`config.mk`:
```
export PLATFORM = sky130hd
export DESIGN_NAME = sample_seq
export DESIGN_NICKNAME = d
export VERILOG_FILES = /design/src/logic/sample_seq.v
export VERILOG_INCLUDE_DIRS = /design/src /design/src/logic
export SDC_FILE = /design/constraint.sdc
export NUM_CORES = 1
export LEC_CHECK = 0
export ABC_AREA = 1
export BUFFER_PORTS_ARGS = -buffer_cell sky130_fd_sc_hd__buf_2
export CAP_MARGIN = 20
export CELL_PAD_IN_SITES_DETAIL_PLACEMENT = 0
export CELL_PAD_IN_SITES_GLOBAL_PLACEMENT = 1
export CORE_ASPECT_RATIO = 1.1
export CORE_MARGIN = 3
export CORE_UTILIZATION = 41
export CTS_CLUSTER_DIAMETER = 60
export DETAILED_ROUTE_END_ITERATION = 7
export HOLD_SLACK_MARGIN = 0.12
export PLACE_DENSITY = 0.8
export SYNTH_ARGS = -nofsm -noshare
export SYNTH_HDL_FRONTEND = slang
export SYNTH_SLANG_ARGS = --single-unit
```
`constraint.sdc`:
```
create_clock -name clk_i -period 4.5 [get_ports clk_i]
set_clock_uncertainty 0.2 [all_clocks]
set_input_delay 0.225 -clock clk_i [delete_from_list [all_inputs] [get_ports clk_i]]
set_output_delay 0.225 -clock clk_i [all_outputs]
set_load 0.1 [all_outputs]
```
`src/logic/sample_seq_regs.vh`:
```
// Offsets, field positions, reset values and timing counts of the
// sample rate and conversion sequencer.
// Assumes a 25 MHz system clock and a 32-bit APB register port.
`ifndef SAMPLE_SEQ_REGS_VH
`define SAMPLE_SEQ_REGS_VH

// ****************************************************************
// Register offsets
// ****************************************************************
`define CTRL_OFF          8'h00
`define BLOCK_OFF         8'h04
`define STATUS_OFF        8'h08

// ****************************************************************
// Control fields
// ****************************************************************
`define F_CHAN_A          0
`define F_CHAN_B          1
`define F_MUX_START       2
`define F_MON_SEL         3
`define F_FREQ_MODE       4
`define F_PRESCALE_A      5
`define F_PRESCALE_B      6
`define F_DECADE_A        7
`define F_DECADE_B        8
`define F_KILO_BYPASS     9
`define F_FREE_RUN        10
`define F_EXT_SAMPLE      11
`define F_SLOW_RATING     12
`define F_FOUR_CH_TIMING  13
`define CTRL_W            14
`define CTRL_RST          14'h0062
`define BLOCK_W           7
`define BLOCK_RST         7'h01

// ****************************************************************
// Status fields
// ****************************************************************
`define S_FREEZE          0
`define S_ARMED           1
`define S_TOO_FAST        2
`define S_TRIG_LAMP       3
`define S_BUSY            4
`define S_CHAN_LO         5

// ****************************************************************
// Rate codes flagged as too fast
// ****************************************************************
`define CODE_1M           6'd40
`define CODE_500K         6'd36
`define CODE_200K         6'd47

// ****************************************************************
// Timing
// ****************************************************************
`define CLK_MHZ           25
`define PERIOD_PREDIV     10'd10
`define KICK_DELAY_NS     200
`define KICK_CYC          ((`KICK_DELAY_NS * `CLK_MHZ + 999) / 1000)
`define STROBE_NS         400
`define STROBE_CYC        ((`STROBE_NS * `CLK_MHZ + 999) / 1000)
`define GAP_2CH_NS        80
`define GAP_2CH_CYC       ((`GAP_2CH_NS * `CLK_MHZ + 999) / 1000)
`define GAP_4CH_NS        320
`define GAP_4CH_CYC       ((`GAP_4CH_NS * `CLK_MHZ + 999) / 1000)
`define DISARM_NS         5000
`define DISARM_CYC        ((`DISARM_NS * `CLK_MHZ + 999) / 1000)

`endif

```
`src/logic/sample_seq.v`:
```
// Sample pulse generator, conversion sequencer and host handshake.
// Assumes oscillator and start inputs are plain levels sampled on
// clk_i, and an APB master on the same clock.
//
// Our own choices: the APB register port and the address map.
`timescale 1ns/1ps
`default_nettype none
`include "sample_seq_regs.vh"

module sample_seq (
    input  wire        clk_i,
    input  wire        sys_rst_i,
    input  wire        psel_i,
    input  wire        penable_i,
    input  wire        pwrite_i,
    input  wire [7:0]  paddr_i,
    input  wire [31:0] pwdata_i,
    output reg  [31:0] prdata_o,
    output wire        pready_o,
    output wire        pslverr_o,
    input  wire        ref_20m_i,
    input  wire        ref_8m_i,
    input  wire        ext_sample_i,
    input  wire        mux_start_i,
    input  wire        host_accept_strobe_n_i,
    output reg         data_ready_n_o,
    input  wire        conversion_finished_i,
    output reg         track_freeze_o,
    output reg  [3:0]  conversion_kick_o,
    output reg  [3:0]  channel_output_select_o,
    output reg         sample_pulse_monitor_o,
    output reg         rate_too_fast_lamp_o,
    output reg         triggering_lamp_o,
    output wire        acquisition_armed_o
);

    localparam [7:0] ST_IDLE  = 8'h01;
    localparam [7:0] ST_DELAY = 8'h02;
    localparam [7:0] ST_CLOW  = 8'h04;
    localparam [7:0] ST_CHIGH = 8'h08;
    localparam [7:0] ST_GAP   = 8'h10;
    localparam [7:0] ST_STRB  = 8'h20;
    localparam [7:0] ST_REL   = 8'h40;
    localparam [7:0] ST_REASS = 8'h80;

    // Counts less one; part-selects cut them to the counter widths
    localparam [31:0] KICK_LAST   = `KICK_CYC - 1;
    localparam [31:0] STROBE_LAST = `STROBE_CYC - 1;
    localparam [31:0] GAP2_LAST   = `GAP_2CH_CYC - 1;
    localparam [31:0] GAP4_LAST   = `GAP_4CH_CYC - 1;
    localparam [31:0] DISARM_LAST = `DISARM_CYC - 1;

    // ****************************************************************
    // Decoders
    // ****************************************************************
    function [2:0] chan_last;
        input a;
        input b;
        begin
            case ({a, b})
                2'b01:   chan_last = 3'd0;
                2'b11:   chan_last = 3'd1;
                2'b00:   chan_last = 3'd2;
                default: chan_last = 3'd3;
            endcase
        end
    endfunction

    function [3:0] chan_mask;
        input [2:0] last;
        begin
            case (last)
                3'd0:    chan_mask = 4'h1;
                3'd1:    chan_mask = 4'h3;
                3'd2:    chan_mask = 4'h7;
                default: chan_mask = 4'hf;
            endcase
        end
    endfunction

    // ****************************************************************
    // Registers and APB slave
    // ****************************************************************
    reg  [`CTRL_W-1:0]  ctrl_reg;
    reg  [`BLOCK_W-1:0] block_reg;
    reg  [7:0]          state_reg;
    reg                 armed_reg;
    reg  [1:0]          idx_reg;
    wire [31:0]         status_w;
    wire                hit_ctrl;
    wire                hit_block;
    wire                hit_status;
    wire                hit_any;

    assign hit_ctrl   = (paddr_i == `CTRL_OFF);
    assign hit_block  = (paddr_i == `BLOCK_OFF);
    assign hit_status = (paddr_i == `STATUS_OFF);
    assign hit_any    = hit_ctrl | hit_block | hit_status;
    assign pready_o   = 1'b1;
    // Status is read only, so a write to it is refused too
    assign pslverr_o  = psel_i & penable_i & (~hit_any
                        | (pwrite_i & hit_status));

    assign status_w = {25'h0000000, idx_reg,
                       (state_reg != ST_IDLE), triggering_lamp_o,
                       rate_too_fast_lamp_o, armed_reg, track_freeze_o};

    always @(posedge clk_i) begin
        if (sys_rst_i) begin
            ctrl_reg  <= `CTRL_RST;
            block_reg <= `BLOCK_RST;
            prdata_o  <= 32'h00000000;
        end else begin
            if (psel_i & penable_i & pwrite_i & hit_ctrl)
                ctrl_reg <= pwdata_i[`CTRL_W-1:0];
            if (psel_i & penable_i & pwrite_i & hit_block)
                block_reg <= pwdata_i[`BLOCK_W-1:0];
            // Loaded in the setup cycle so data stands in the access cycle
            if (psel_i & ~penable_i) begin
                if (hit_ctrl)
                    prdata_o <= {18'h00000, ctrl_reg};
                else if (hit_block)
                    prdata_o <= {25'h0000000, block_reg};
                else if (hit_status)
                    prdata_o <= status_w;
                else
                    prdata_o <= 32'h00000000;
            end
        end
    end

    // ****************************************************************
    // Input synchronisers
    // ****************************************************************
    wire [3:0] raw_w;
    wire [3:0] edge_w;
    assign raw_w = {mux_start_i, ext_sample_i, ref_8m_i, ref_20m_i};

    genvar g;
    generate
        for (g = 0; g < 4; g = g + 1) begin : sync
            reg meta_reg;
            reg sync_reg;
            reg last_reg;
            always @(posedge clk_i) begin
                if (sys_rst_i) begin
                    meta_reg <= 1'b0;
                    sync_reg <= 1'b0;
                    last_reg <= 1'b0;
                end else begin
                    meta_reg <= raw_w[g];
                    sync_reg <= meta_reg;
                    last_reg <= sync_reg;
                end
            end
            assign edge_w[g] = sync_reg & ~last_reg;
        end
    endgenerate

    // ****************************************************************
    // Divider chain
    // ****************************************************************
    // A reference faster than half of clk_i aliases; a real build
    // would run the first stage in the oscillator's own domain.
    reg  [9:0]  blk_div;
    reg  [9:0]  pre_div;
    reg  [9:0]  dec_div;
    wire [39:0] divs_w;
    wire [4:0]  tick_w;
    wire        gen_run;

    always @* begin
        blk_div = 10'd1;
        case (1'b1)
            block_reg[0]: blk_div = 10'd1;
            block_reg[1]: blk_div = 10'd2;
            block_reg[2]: blk_div = 10'd4;
            block_reg[3]: blk_div = 10'd8;
            block_reg[4]: blk_div = 10'd16;
            block_reg[5]: blk_div = 10'd32;
            block_reg[6]: blk_div = 10'd64;
            default:      blk_div = 10'd1;
        endcase
        case ({ctrl_reg[`F_PRESCALE_A], ctrl_reg[`F_PRESCALE_B]})
            2'b11:   pre_div = 10'd1;
            2'b01:   pre_div = 10'd2;
            2'b10:   pre_div = 10'd4;
            default: pre_div = 10'd10;
        endcase
        case ({ctrl_reg[`F_DECADE_A], ctrl_reg[`F_DECADE_B]})
            2'b00:   dec_div = 10'd1;
            2'b11:   dec_div = 10'd10;
            2'b01:   dec_div = 10'd100;
            default: dec_div = 10'd1000;
        endcase
    end

    // Stage 0 pre-divides the selected reference
    assign divs_w = {(ctrl_reg[`F_KILO_BYPASS] ? 10'd1 : 10'd1000),
                     dec_div, pre_div,
                     (ctrl_reg[`F_FREQ_MODE] ? blk_div : `PERIOD_PREDIV)};
    assign tick_w[0] = ctrl_reg[`F_FREQ_MODE] ? edge_w[1] : edge_w[0];
    // the period pre-divide of ten turns 20 MHz into 2 MHz

    generate
        for (g = 0; g < 4; g = g + 1) begin : stage
            reg  [9:0] cnt_reg;
            wire [9:0] div_w;
            wire       wrap_w;
            assign div_w  = divs_w[10*g+9:10*g];
            // At or past the end, so a smaller ratio never waits a lap
            assign wrap_w = (cnt_reg >= div_w - 10'd1);
            always @(posedge clk_i) begin
                if (sys_rst_i | ~gen_run)
                    cnt_reg <= 10'd0;
                else if (tick_w[g])
                    cnt_reg <= wrap_w ? 10'd0 : cnt_reg + 10'd1;
            end
            assign tick_w[g+1] = tick_w[g] & wrap_w;
        end
    endgenerate

    assign gen_run = ctrl_reg[`F_FREE_RUN] | armed_reg;

    // ****************************************************************
    // Sample selection, monitor and lamps
    // ****************************************************************
    wire       ctl_pulse;
    wire       start_pulse;
    wire [5:0] rate_code;

    assign ctl_pulse   = ctrl_reg[`F_EXT_SAMPLE] ? edge_w[2] : tick_w[4];
    assign start_pulse = ctrl_reg[`F_MUX_START] ? edge_w[3] : ctl_pulse;
    assign rate_code   = {ctrl_reg[`F_KILO_BYPASS], ctrl_reg[`F_FREQ_MODE],
                          ctrl_reg[`F_PRESCALE_B], ctrl_reg[`F_PRESCALE_A],
                          ctrl_reg[`F_DECADE_B], ctrl_reg[`F_DECADE_A]};

    always @(posedge clk_i) begin
        if (sys_rst_i) begin
            sample_pulse_monitor_o <= 1'b0;
            rate_too_fast_lamp_o   <= 1'b0;
            triggering_lamp_o      <= 1'b0;
        end else begin
            sample_pulse_monitor_o <= ctrl_reg[`F_MON_SEL] ?
                                      ctl_pulse : tick_w[4];
            rate_too_fast_lamp_o <= (rate_code == `CODE_1M)
                | (rate_code == `CODE_500K)
                | (ctrl_reg[`F_SLOW_RATING]
                   & (rate_code == `CODE_200K));
            triggering_lamp_o <= gen_run;
        end
    end

    // ****************************************************************
    // Arming
    // ****************************************************************
    reg [7:0] disarm_reg;
    assign acquisition_armed_o = armed_reg;

    // Idle release longer than the window means the host is done
    always @(posedge clk_i) begin
        if (sys_rst_i) begin
            armed_reg  <= 1'b0;
            disarm_reg <= 8'd0;
        end else if (~host_accept_strobe_n_i) begin
            armed_reg  <= 1'b1;
            disarm_reg <= 8'd0;
        end else if (state_reg != ST_IDLE) begin
            disarm_reg <= 8'd0;
        end else if (armed_reg) begin
            if (disarm_reg == DISARM_LAST[7:0]) begin
                armed_reg  <= 1'b0;
                disarm_reg <= 8'd0;
            end else begin
                disarm_reg <= disarm_reg + 8'd1;
            end
        end
    end

    // ****************************************************************
    // Conversion sequencer
    // ****************************************************************
    reg  [3:0] wait_reg;
    wire [2:0] last_w;
    wire [3:0] gap_w;

    assign last_w = chan_last(ctrl_reg[`F_CHAN_A], ctrl_reg[`F_CHAN_B]);
    assign gap_w  = ctrl_reg[`F_FOUR_CH_TIMING] ?
                    GAP4_LAST[3:0] : GAP2_LAST[3:0];

    always @(posedge clk_i) begin
        if (sys_rst_i) begin
            state_reg               <= ST_IDLE;
            track_freeze_o          <= 1'b0;
            conversion_kick_o       <= 4'h0;
            channel_output_select_o <= 4'h0;
            data_ready_n_o          <= 1'b1;
            idx_reg                 <= 2'd0;
            wait_reg                <= 4'd0;
        end else begin
            conversion_kick_o <= 4'h0;
            case (state_reg)
                ST_IDLE: begin
                    if (start_pulse & armed_reg) begin
                        track_freeze_o <= 1'b1;
                        wait_reg       <= KICK_LAST[3:0];
                        state_reg      <= ST_DELAY;
                    end
                end
                ST_DELAY: begin
                    if (wait_reg == 4'd0) begin
                        conversion_kick_o <= chan_mask(last_w);
                        state_reg         <= ST_CLOW;
                    end else begin
                        wait_reg <= wait_reg - 4'd1;
                    end
                end
                ST_CLOW: begin
                    if (~conversion_finished_i)
                        state_reg <= ST_CHIGH;
                end
                ST_CHIGH: begin
                    if (conversion_finished_i) begin
                        track_freeze_o <= 1'b0;
                        idx_reg        <= 2'd0;
                        wait_reg       <= gap_w;
                        // Without a waiting host the word is dropped
                        state_reg <= host_accept_strobe_n_i ?
                                     ST_IDLE : ST_GAP;
                    end
                end
                ST_GAP: begin
                    if (wait_reg == 4'd0) begin
                        data_ready_n_o <= 1'b0;
                        channel_output_select_o <= 4'h1 << idx_reg;
                        wait_reg  <= STROBE_LAST[3:0];
                        state_reg <= ST_STRB;
                    end else begin
                        wait_reg <= wait_reg - 4'd1;
                    end
                end
                ST_STRB: begin
                    if (wait_reg == 4'd0) begin
                        data_ready_n_o <= 1'b1;
                        state_reg      <= ST_REL;
                    end else begin
                        wait_reg <= wait_reg - 4'd1;
                    end
                end
                ST_REL: begin
                    if (host_accept_strobe_n_i) begin
                        channel_output_select_o <= 4'h0;
                        state_reg <= ({1'b0, idx_reg} == last_w) ?
                                     ST_IDLE : ST_REASS;
                    end
                end
                ST_REASS: begin
                    if (~host_accept_strobe_n_i) begin
                        idx_reg   <= idx_reg + 2'd1;
                        wait_reg  <= gap_w;
                        state_reg <= ST_GAP;
                    end
                end
                default: state_reg <= ST_IDLE;
            endcase
        end
    end

endmodule
`default_nettype wire

```
Word-level counts from Yosys, hierarchy flattened

Index checks and enable logic that the tools add are counted.

Output and inout bits: 48
Flip-flop bits (word level): 141
Word-level logic and storage cells: 194

Bitwise operators: 34
Reduce and logical (&&, ||, !) cells: 19
Eq/ne operators: 35
Shift operators: 1
Order comparisons: 4
Add/subtract/negate cells: 11
Multiplexer cells: 59

Operators with widths:

| operator                                           | count |
|---|---|
| two-way mux 8 bit                                  | 10 |
| one-hot mux 8 bit (8 select lines)                 | 1 |
| two-way mux 7 bit                                  | 9 |
| two-way mux 10 bit                                 | 6 |
| adder 10 x 1 -> 10 bit, second input constant      | 4 |
| >= comparator 10 bit                               | 4 |
| subtractor 10 x 1 -> 10 bit, second input constant | 4 |
| one-hot mux 10 bit (3 select lines)                | 1 |
| two-way mux 4 bit                                  | 7 |
| one-hot mux 4 bit (3 select lines)                 | 2 |
| != test 2 bit, second input constant               | 10 |
| one-hot mux 4 bit (5 select lines)                 | 1 |
| == test 6 bit, second input constant               | 3 |
| bitwise AND 1 bit                                  | 17 |
| == test 8 x 3 -> 1 bit, second input constant      | 2 |
| == test 8 x 4 -> 1 bit, second input constant      | 2 |
| == test 8 x 7 -> 1 bit, second input constant      | 2 |
| two-way mux 14 bit                                 | 1 |
| two-way mux 1 bit                                  | 12 |
| AND reduction 3 bit                                | 4 |
| inverter 1 bit                                     | 10 |
| adder 8 x 1 -> 8 bit, second input constant        | 1 |
| == test 2 bit, second input constant               | 4 |
| == test 8 x 1 -> 1 bit, second input constant      | 1 |
| other kinds (30)                                   | 45 |

Logic depth before layout (Yosys ltp)

Gate-level depths: netlist of the first run.

Depth after elaboration: 19
Mapped depth: 28
Mapped depth without buffers: 27

Worst setup path after synthesis of the first run

No wires, ideal clock.

Path type: input -> output
Start: input port paddr_i[7]
End: output port pslverr_o
Data required time: 4.075 ns
Cell stages on the path: 7
Slack: -1.310 ns
Arrival: 5.385 ns
Path buffers: 1
Path through: nor2_1 > nand2_1 > nor2_1 > nand3_1 > inv_1 > clkbuf_1 > a2111oi_0

Longest elaborated chain between the ends: 6
Elaborated cells between the ends (all ways): 9

Ends and longest elaborated chain:

| element                                                                    | line             | text |
|---|---|---|
| from (decl)                                                                | sample_seq.v:16  | `input wire [7:0] paddr_i,` |
| == test 8 x 3 -> 1 bit (no line) / zero test 8 bit (equally long branches) | --               |  |
| bitwise OR 1 bit (2 in a row)                                              | sample_seq.v:98  | `assign hit_any = hit_ctrl \| hit_block \| hit_status;` |
| inverter 1 bit                                                             | sample_seq.v:101 | `assign pslverr_o = psel_i & penable_i & (~hit_any` |
| bitwise OR 1 bit (*)                                                       | sample_seq.v:102 | `\| (pwrite_i & hit_status));` |
| bitwise AND 1 bit (*)                                                      | sample_seq.v:101 |  |
| to (decl)                                                                  | sample_seq.v:20  | `output wire pslverr_o,` |

Every way passes the cells marked *; elsewhere a longest branch is shown, timed or not.

Worst setup path in the final report of the first run

Start: register block_reg[1]
End: register state_reg[2]

Longest elaborated chain between the ends: 14

Ends and longest elaborated chain:

| element                        | line             | text |
|---|---|---|
| from (decl)                    | sample_seq.v:85  | `` reg [`BLOCK_W-1:0] block_reg; `` |
| from (signal assigned)         | sample_seq.v:111 | `` block_reg <= `BLOCK_RST; `` |
| from (signal assigned)         | sample_seq.v:117 | `` block_reg <= pwdata_i[`BLOCK_W-1:0]; `` |
| two-way mux 7 bit (2 in a row) | sample_seq.v:174 | `case (1'b1)` |
| two-way mux 10 bit (no line)   | --               |  |
| subtractor 10 x 1 -> 10 bit    | sample_seq.v:212 | `assign wrap_w = (cnt_reg >= div_w - 10'd1);` |
| >= comparator 10 bit           | sample_seq.v:212 |  |
| bitwise AND 1 bit (4 in a row) | sample_seq.v:219 | `assign tick_w[g+1] = tick_w[g] & wrap_w;` |
| two-way mux 1 bit              | sample_seq.v:232 | `` assign ctl_pulse = ctrl_reg[`F_EXT_SAMPLE] ? edge_w[2] : tick_w[4]; `` |
| two-way mux 1 bit              | sample_seq.v:233 | `` assign start_pulse = ctrl_reg[`F_MUX_START] ? edge_w[3] : ctl_pulse; `` |
| bitwise AND 1 bit              | sample_seq.v:304 | `if (start_pulse & armed_reg) begin` |
| != test 2 bit (no line)        | --               |  |
| AND reduction 8 bit (no line)  | --               |  |
| to (signal assigned)           | sample_seq.v:328 | `state_reg <= host_accept_strobe_n_i ?` |
| to (signal assigned)           | sample_seq.v:353 | `state_reg <= ({1'b0, idx_reg} == last_w) ?` |
| to (decl)                      | sample_seq.v:86  | `reg [7:0] state_reg;` |

Every way passes these cells.
A chain may end at the register's enable or synchronous reset.

==> results.py, run 1 <==
metrics = {
    "outcome": {
        "status": "complete, no violations",
    },
    "sta": {
        "min_period_over_period_pct": 83.4,
        "setup_viol": 0,
        "final_hold_viol_count": 0,
        "final.min_clock_period_ns": 3.75,
        "setup_slack_ns": 0.747,
        "grt_setup_unrepaired": "false",
        "fin_tns_setup_ns": 0,
        "drv_slew": 0,
        "slew_headroom_pct": 30.3,
        "worst_slew_pin_slew_ns": 1.04,
        "timing.fmax_mhz": 266,
    },
    "drt": {
        "routed_wl_um": 14600,
        "vias": 5724,
        "avgViaCountPerCell": 4.77,
        "ant_nets": 0,
        "drt-initial-drc-count": 274,
        "remaining_drc_errors": 0,
        "post_drt_wl_per_cell_um": 12.2,
        "first_pass_iters": 5,
    },
    "placed_design": {
        "place_inst": 1137,
        "io_buffers": 61,
        "dpl-instance-area_um2": 6930,
        "dp_hpwl_um": 10800,
        "post-place-ws_ns": 0.739,
        "routabilityCongestion": 0.789,
    },
    "yosys": {
        "ys_types": 45,
        "seq_area_frac_synth_pct": 37.9,
        "synth_area_leaders": "dfxtp_1 38%, ha_1 9.0%, nand2_1 8.9%",
        "synth_ff_type": "dfxtp_1",
        "syn_area_um2": 6500,
        "syn_inst": 893,
        "synth-edff-count": 0,
        "synth.avg_cell_area_um2": 7.28,
        "ys.warnings.count": 0,
        "synth_top_area_cell": "dfxtp_1",
        "synth_top_cell_area_share_pct": 37.9,
        "async_reset_ff_share_pct": 0,
        "ys_ff_latch": 123,
    },
    "cells_and_area": {
        "layout.area.seq_um2": 2460,
        "drive_above_1_share_pct": 12.4,
        "antenna_cells": 0,
        "layout_common_cells": "154 x nand2_1, 132 x inv_1, 123 x dfxtp_1, 120 x nor2_1, 61 x buf_2",
        "fillers": 1548,
        "area_growth_pct": 20.2,
        "final_nets": 1088,
        "layout_commonest_cell": "nand2_1",
        "multiInputGateArea_um2": 3370,
        "largest_register_ffs": 40,
        "instances_no_fill": 1199,
        "design_area_um2": 7810,
    },
    "global_route": {
        "grt_use_total_pct": 17.0,
        "grt_busiest_layer": "met2",
        "antenna_found_initial": 0,
        "grt-ovfl-total": 0,
        "grt_pass1_wl_um": 24400,
        "use_met3_pct": 4.36,
        "grt_max_degree": 51,
        "grt_pass1_vias": 5283,
        "grtUsageMet1_pct": 22.2,
        "grt_use_met2_pct": 27.3,
    },
    "power": {
        "ir_drop_uv": 239,
        "power.density_nw_per_um2": 412,
        "cellLeakagePower_uw": 0.00350,
        "power.total_uw": 3220,
    },
    "clocking": {
        "cts_setup_buffers": 0,
        "clk_path_buf_depth": 2,
        "cts_tree": "done",
        "clk_latency_ns": 0.42,
        "numClockSinks": 123,
        "cts_made_buffers": 17,
        "post_cts_resized": 0,
        "cts_hold_buf": 30,
        "htree_levels": 4,
        "cts-root-buf": "clkbuf_16",
        "clkSlewWorstSetupHoldPaths_ns": 0.06,
    },
    "floorplanning": {
        "num_io_pins": 99,
        "initial_core_util_pct": 42.5,
        "fp.dieArea_um2": 17400,
        "row_count": 47,
        "coreArea_um2": 15300,
        "die_y_um": 138,
        "fp.dieW_um": 126,
    },
    "worst_setup_path": {
        "path_max_fanout": 12,
        "path_class": "register to register",
        "worstPathArrival_ns": 3.92,
        "cp.required_ns": 4.67,
        "critPathLaunchType": "register",
        "worstSetupEndpointType": "register",
    },
    "job": {
        "cap_violations": 0,
    },
    "worst_hold_path": {
        "min_path_type": "input pin to register",
    },
}
metrics by stage:
stage | utilization [%] | hold slack, ns
2_1_floorplan | - | 0.104
3_3_place_gp | 45.3 | 0.194
3_5_place_dp | 45.3 | 0.197
4_1_cts | 51.1 | 0.132
5_1_grt | 51.1 | 0.202
6_report | 51.1 | 0.148
synthesized netlist by cell type (2+ instances only):
| cell | instances |
|---|---|
| o21bai_1 | 3 |
| clkbuf_1 | 13 |
| buf_2 | 2 |
| o21ai_0 | 43 |
| nand2_1 | 154 |
| nand2_2 | 6 |
| dfxtp_1 | 123 |
| clkinv_1 | 2 |
| a211oi_1 | 9 |
| nor2_1 | 121 |
| inv_1 | 132 |
| buf_4 | 19 |
| nand4_1 | 27 |
| xnor2_1 | 5 |
| nor3_1 | 23 |
| conb_1 | 2 |
| nor4_1 | 4 |
| nand3_1 | 26 |
| nand3b_1 | 2 |
| o21ai_1 | 3 |
| a21oi_1 | 58 |
| nor2_2 | 2 |
| o21a_1 | 5 |
| a41oi_1 | 8 |
| inv_2 | 9 |
| o211ai_1 | 2 |
| a2111oi_0 | 2 |
| o2111ai_1 | 2 |
| ha_1 | 47 |
| and3_1 | 5 |
| nand3_2 | 5 |
| xor2_1 | 7 |
| nor3b_1 | 10 |
path summary, 6_finish.rpt:
check,from,endpoint,slack (ns),cells past startpoint
max reg2reg,block_reg[1],state_reg[2],0.75,27
min,paddr_i[3],block_reg[5],0.15,6
max,block_reg[1],state_reg[2],0.75,27
min reg2reg,sync[0].meta_reg,sync[0].sync_reg,0.20,2
layer usage:
layer,vias up,routed length (µm)
li1,3071,-
met1,2523,6830
met2,112,6670
met3,18,852
met4,0,223
met5,-,0
worst max-delay path: stages (launching register included):
cell,delay [ns]
dfxtp_1,0.33
nor2_1,0.14
nand2_1,0.09
nor3_1,0.13
a21oi_1,0.11
nor2_1,0.09
inv_1,0.06
ha_1,0.20
and3_1,0.20
nand3_1,0.07
nand2_1,0.05
nand2_1,0.06
inv_1,0.04
ha_1,0.26
nand2_1,0.05
nor2_2,0.11
nand3_1,0.10
nand3_2,0.12
nand3_4,0.15
nor2_8,0.19
nand3_2,0.10
nand3_2,0.07
nand2_2,0.08
nand2_4,0.13
nand3_2,0.26
nand2_1,0.14
nand2_1,0.06
nor2_1,0.09
where the power goes:
group,leakage [µW],internal [µW],total [µW],switching [µW]
sequential,0.000998,1140,1170,31.0
clock,0.000274,836,1330,497
combinational,0.00223,190,713,524
cell families after synthesis:
| kind of cell | after synthesis | share of synthesized area, % |
|---|---|---|
| AND/OR/NAND/NOR | 392 | 27.6 |
| buffers and inverters | 178 | 11.5 |
| AO/OA/AOI/OAI | 139 | 12.3 |
| flip-flops | 123 | 37.9 |
| adder cells (fa/ha/maj) | 47 | 9.05 |
| XOR/XNOR | 12 | 1.62 |
| other | 2 | 0.116 |
layout make-up:
type / instances / share of cell area (%)
sequential: 123 / 31.5
inverter: 143 / 6.87
tap: 196 / 3.14
clock buffer: 20 / 5.85
multi-input combinational: 612 / 43.1
clock inverter: 12 / 1.57
timing repair buffer: 93 / 7.94
Power figures use the tool's default switching activity.
==> run 2: changes to the inputs <==
--- a/config.mk
+++ b/config.mk
@@ -13,11 +13,11 @@
 export CELL_PAD_IN_SITES_GLOBAL_PLACEMENT = 1
 export CORE_ASPECT_RATIO = 1.1
 export CORE_MARGIN = 3
-export CORE_UTILIZATION = 41
+export CORE_UTILIZATION = 37
 export CTS_CLUSTER_DIAMETER = 60
 export DETAILED_ROUTE_END_ITERATION = 7
 export HOLD_SLACK_MARGIN = 0.12
-export PLACE_DENSITY = 0.8
+export PLACE_DENSITY = 0.77
 export SYNTH_ARGS = -nofsm -noshare
 export SYNTH_HDL_FRONTEND = slang
 export SYNTH_SLANG_ARGS = --single-unit
==> constraint.sdc (replaced) <==
create_clock -name clk_i -period 3.42 [get_ports clk_i]
set_clock_uncertainty 0.2 [all_clocks]
set_input_delay 0.171 -clock clk_i [delete_from_list [all_inputs] [get_ports clk_i]]
set_output_delay 0.171 -clock clk_i [all_outputs]
set_load 0.1 [all_outputs]
==> results.py, run 2 (synthesis gave the netlist of run 1 again) <==
metrics = {
    "outcome": {
        "status": "complete, no violations",
    },
    "power": {
        "comb_power_share_pct": 22.8,
        "cellLeakagePower_uw": 0.00382,
        "ir_drop_uv": 362,
        "pwr-share-clk_pct": 43.4,
        "p_sw_share_pct": 31.1,
        "power.internal_uw": 3150,
        "power_frac_seq_pct": 33.8,
        "power.density_nw_per_um2": 541,
        "power.net_switching_uw": 1420,
    },
    "clocking": {
        "clkSlewWorstSetupHoldPaths_ns": 0.06,
        "cts_tree": "done",
        "cts_made_buffers": 17,
        "cts-root-buf": "clkbuf_16",
        "clk_path_buf_depth": 2,
        "htree_levels": 4,
        "clk_latency_ns": 0.41,
        "numClockSinks": 123,
    },
    "drt": {
        "routed_wl_um": 15800,
        "remaining_drc_errors": 0,
        "vias": 5974,
        "avgViaCountPerCell": 4.69,
        "post_drt_wl_per_cell_um": 12.4,
        "ant_nets": 0,
        "drt-initial-drc-count": 292,
        "first_pass_iters": 8,
    },
    "job": {
        "cap_violations": 0,
    },
    "floorplanning": {
        "row_count": 50,
        "num_io_pins": 99,
        "die_y_um": 145,
        "fp.dieW_um": 132,
        "initial_core_util_pct": 37.9,
        "coreArea_um2": 17100,
        "fp.dieArea_um2": 19200,
    },
    "cells_and_area": {
        "design_area_um2": 8460,
        "final_util_pct": 49.3,
        "final_nets": 1124,
        "antenna_cells": 0,
        "layout_commonest_cell": "nand2_1",
        "area_growth_pct": 30.1,
        "largest_register_ffs": 40,
        "drive_above_1_share_pct": 18.2,
        "layout_common_cells": "150 x nand2_1, 130 x inv_1, 121 x dfxtp_1, 116 x nor2_1, 61 x buf_2",
    },
    "worst_setup_path": {
        "rrSetupSlack_ns": 0.06,
        "worstPathArrival_ns": 3.47,
        "critPathLaunchType": "register",
        "path_class": "register to register",
        "r2r_cells": 26,
        "worstReg2RegStart": "block_reg[1]",
        "cp_top_family": "simple AND/OR/NAND/NOR gates",
        "worstReg2RegEnd": "stage[3].cnt_reg[9]",
        "worstSetupEndpointType": "register",
        "cpMaxStageDelayCell": "dfxtp_2",
        "path_max_fanout": 5,
        "max_stage_delay_ns": 0.33,
        "path_buf_inv": 5,
        "cpMostUsedCell": "nand2_1",
        "cp.required_ns": 3.53,
    },
    "worst_hold_path": {
        "whs_endpoint": "prdata_o[0]",
        "worstHoldStart": "paddr_i[0]",
        "min_path_type": "input pin to register",
        "whs_path_depth": 7,
    },
    "sta": {
        "hold-worst-slack_ns": 0.144,
        "worst_slew_pin_slew_ns": 1.02,
        "slew_headroom_pct": 31.8,
        "setup_viol": 0,
        "min_period_over_period_pct": 98.3,
        "timing.fmax_mhz": 297,
        "final.min_clock_period_ns": 3.36,
        "drv_slew": 0,
        "grt_setup_unrepaired": "true",
        "fin_tns_setup_ns": 0,
        "final_hold_viol_count": 0,
    },
    "global_route": {
        "antenna_found_initial": 0,
        "grt_max_degree": 51,
        "grt-ovfl-total": 0,
        "grt_pass1_wl_um": 26600,
        "grt_use_total_pct": 16.7,
        "grt_pass1_vias": 5646,
    },
    "placed_design": {
        "dpl-instance-area_um2": 7190,
        "routabilityCongestion": 0.812,
        "dp_hpwl_um": 11500,
        "io_buffers": 61,
    },
}
## run 2: timing repair
action / 4_1_cts / 5_1_grt
gates resized for setup: 11 / 39
hold buffers: 33 / 0
endpoints found under the setup margin: 21 / 31
pin swaps: 3 / 10
endpoints found under the hold margin: 63 / 0
buffers inserted: 2 / 8
## run 2: how the worst max path moves through the flow
stage                 start                   to  slack (ns)  depth (start not counted)
6_report       block_reg[1]  stage[3].cnt_reg[9]        0.06                         26
5_1_grt        block_reg[1]         state_reg[4]       -0.27                         28
2_1_floorplan  block_reg[1]         state_reg[4]        0.14                         27
3_5_place_dp   block_reg[1]          wait_reg[1]       -0.08                         26
3_3_place_gp   block_reg[1]          wait_reg[3]       -0.02                         28
4_1_cts        block_reg[1]         state_reg[4]       0.008                         28
## run 2: power groups by stage
stage	logic, µW	registers [µW]	clock network, µW
3_3_place_gp	979	1580	0
3_5_place_dp	982	1580	0
4_1_cts	1040	1550	2030
5_1_grt	1160	1550	2100
6_report	1040	1550	1990
2_1_floorplan	642	1720	0
## run 2: stage by stage
step                      instances  setup WS [ns]  power (µW)
final                          1273         0.0569        4580
after global routing           1273         -0.271        4810
after CTS                      1265        0.00751        4620
after detailed placement       1198        -0.0766        2560
after global placement         1198        -0.0163        2560
after floorplan                 913          0.143        2360
## run 2: layout make-up
class / instances / area (µm²)
clock buffers: 21 / 460
clock inverters: 11 / 191
fillers: 1749 / 8680
inverters: 143 / 537
multi-input cells: 612 / 3580
flip-flops and latches: 123 / 2460
well taps: 234 / 293
repair buffers: 129 / 935
## run 2: metal layers
| metal | track usage (%) | wire length [µm] |
|---|---|---|
| met4 | 4.52 | 174 |
| met3 | 3.54 | 652 |
| met1 | 22.0 | 7440 |
| met2 | 27.7 | 7560 |
| met5 | 0 | 0 |
## run 2: worst reg2reg max path, delay by kind of cell, from the launching register on
family,cells,cell delay (ns)
buffers and inverters,5,0.42
AOI/OAI and AO/OA,1,0.08
DFF,1,0.33
xor gates and xnor gates,2,0.24
and+or+nand+nor,16,1.54
adders and majority gates,2,0.43
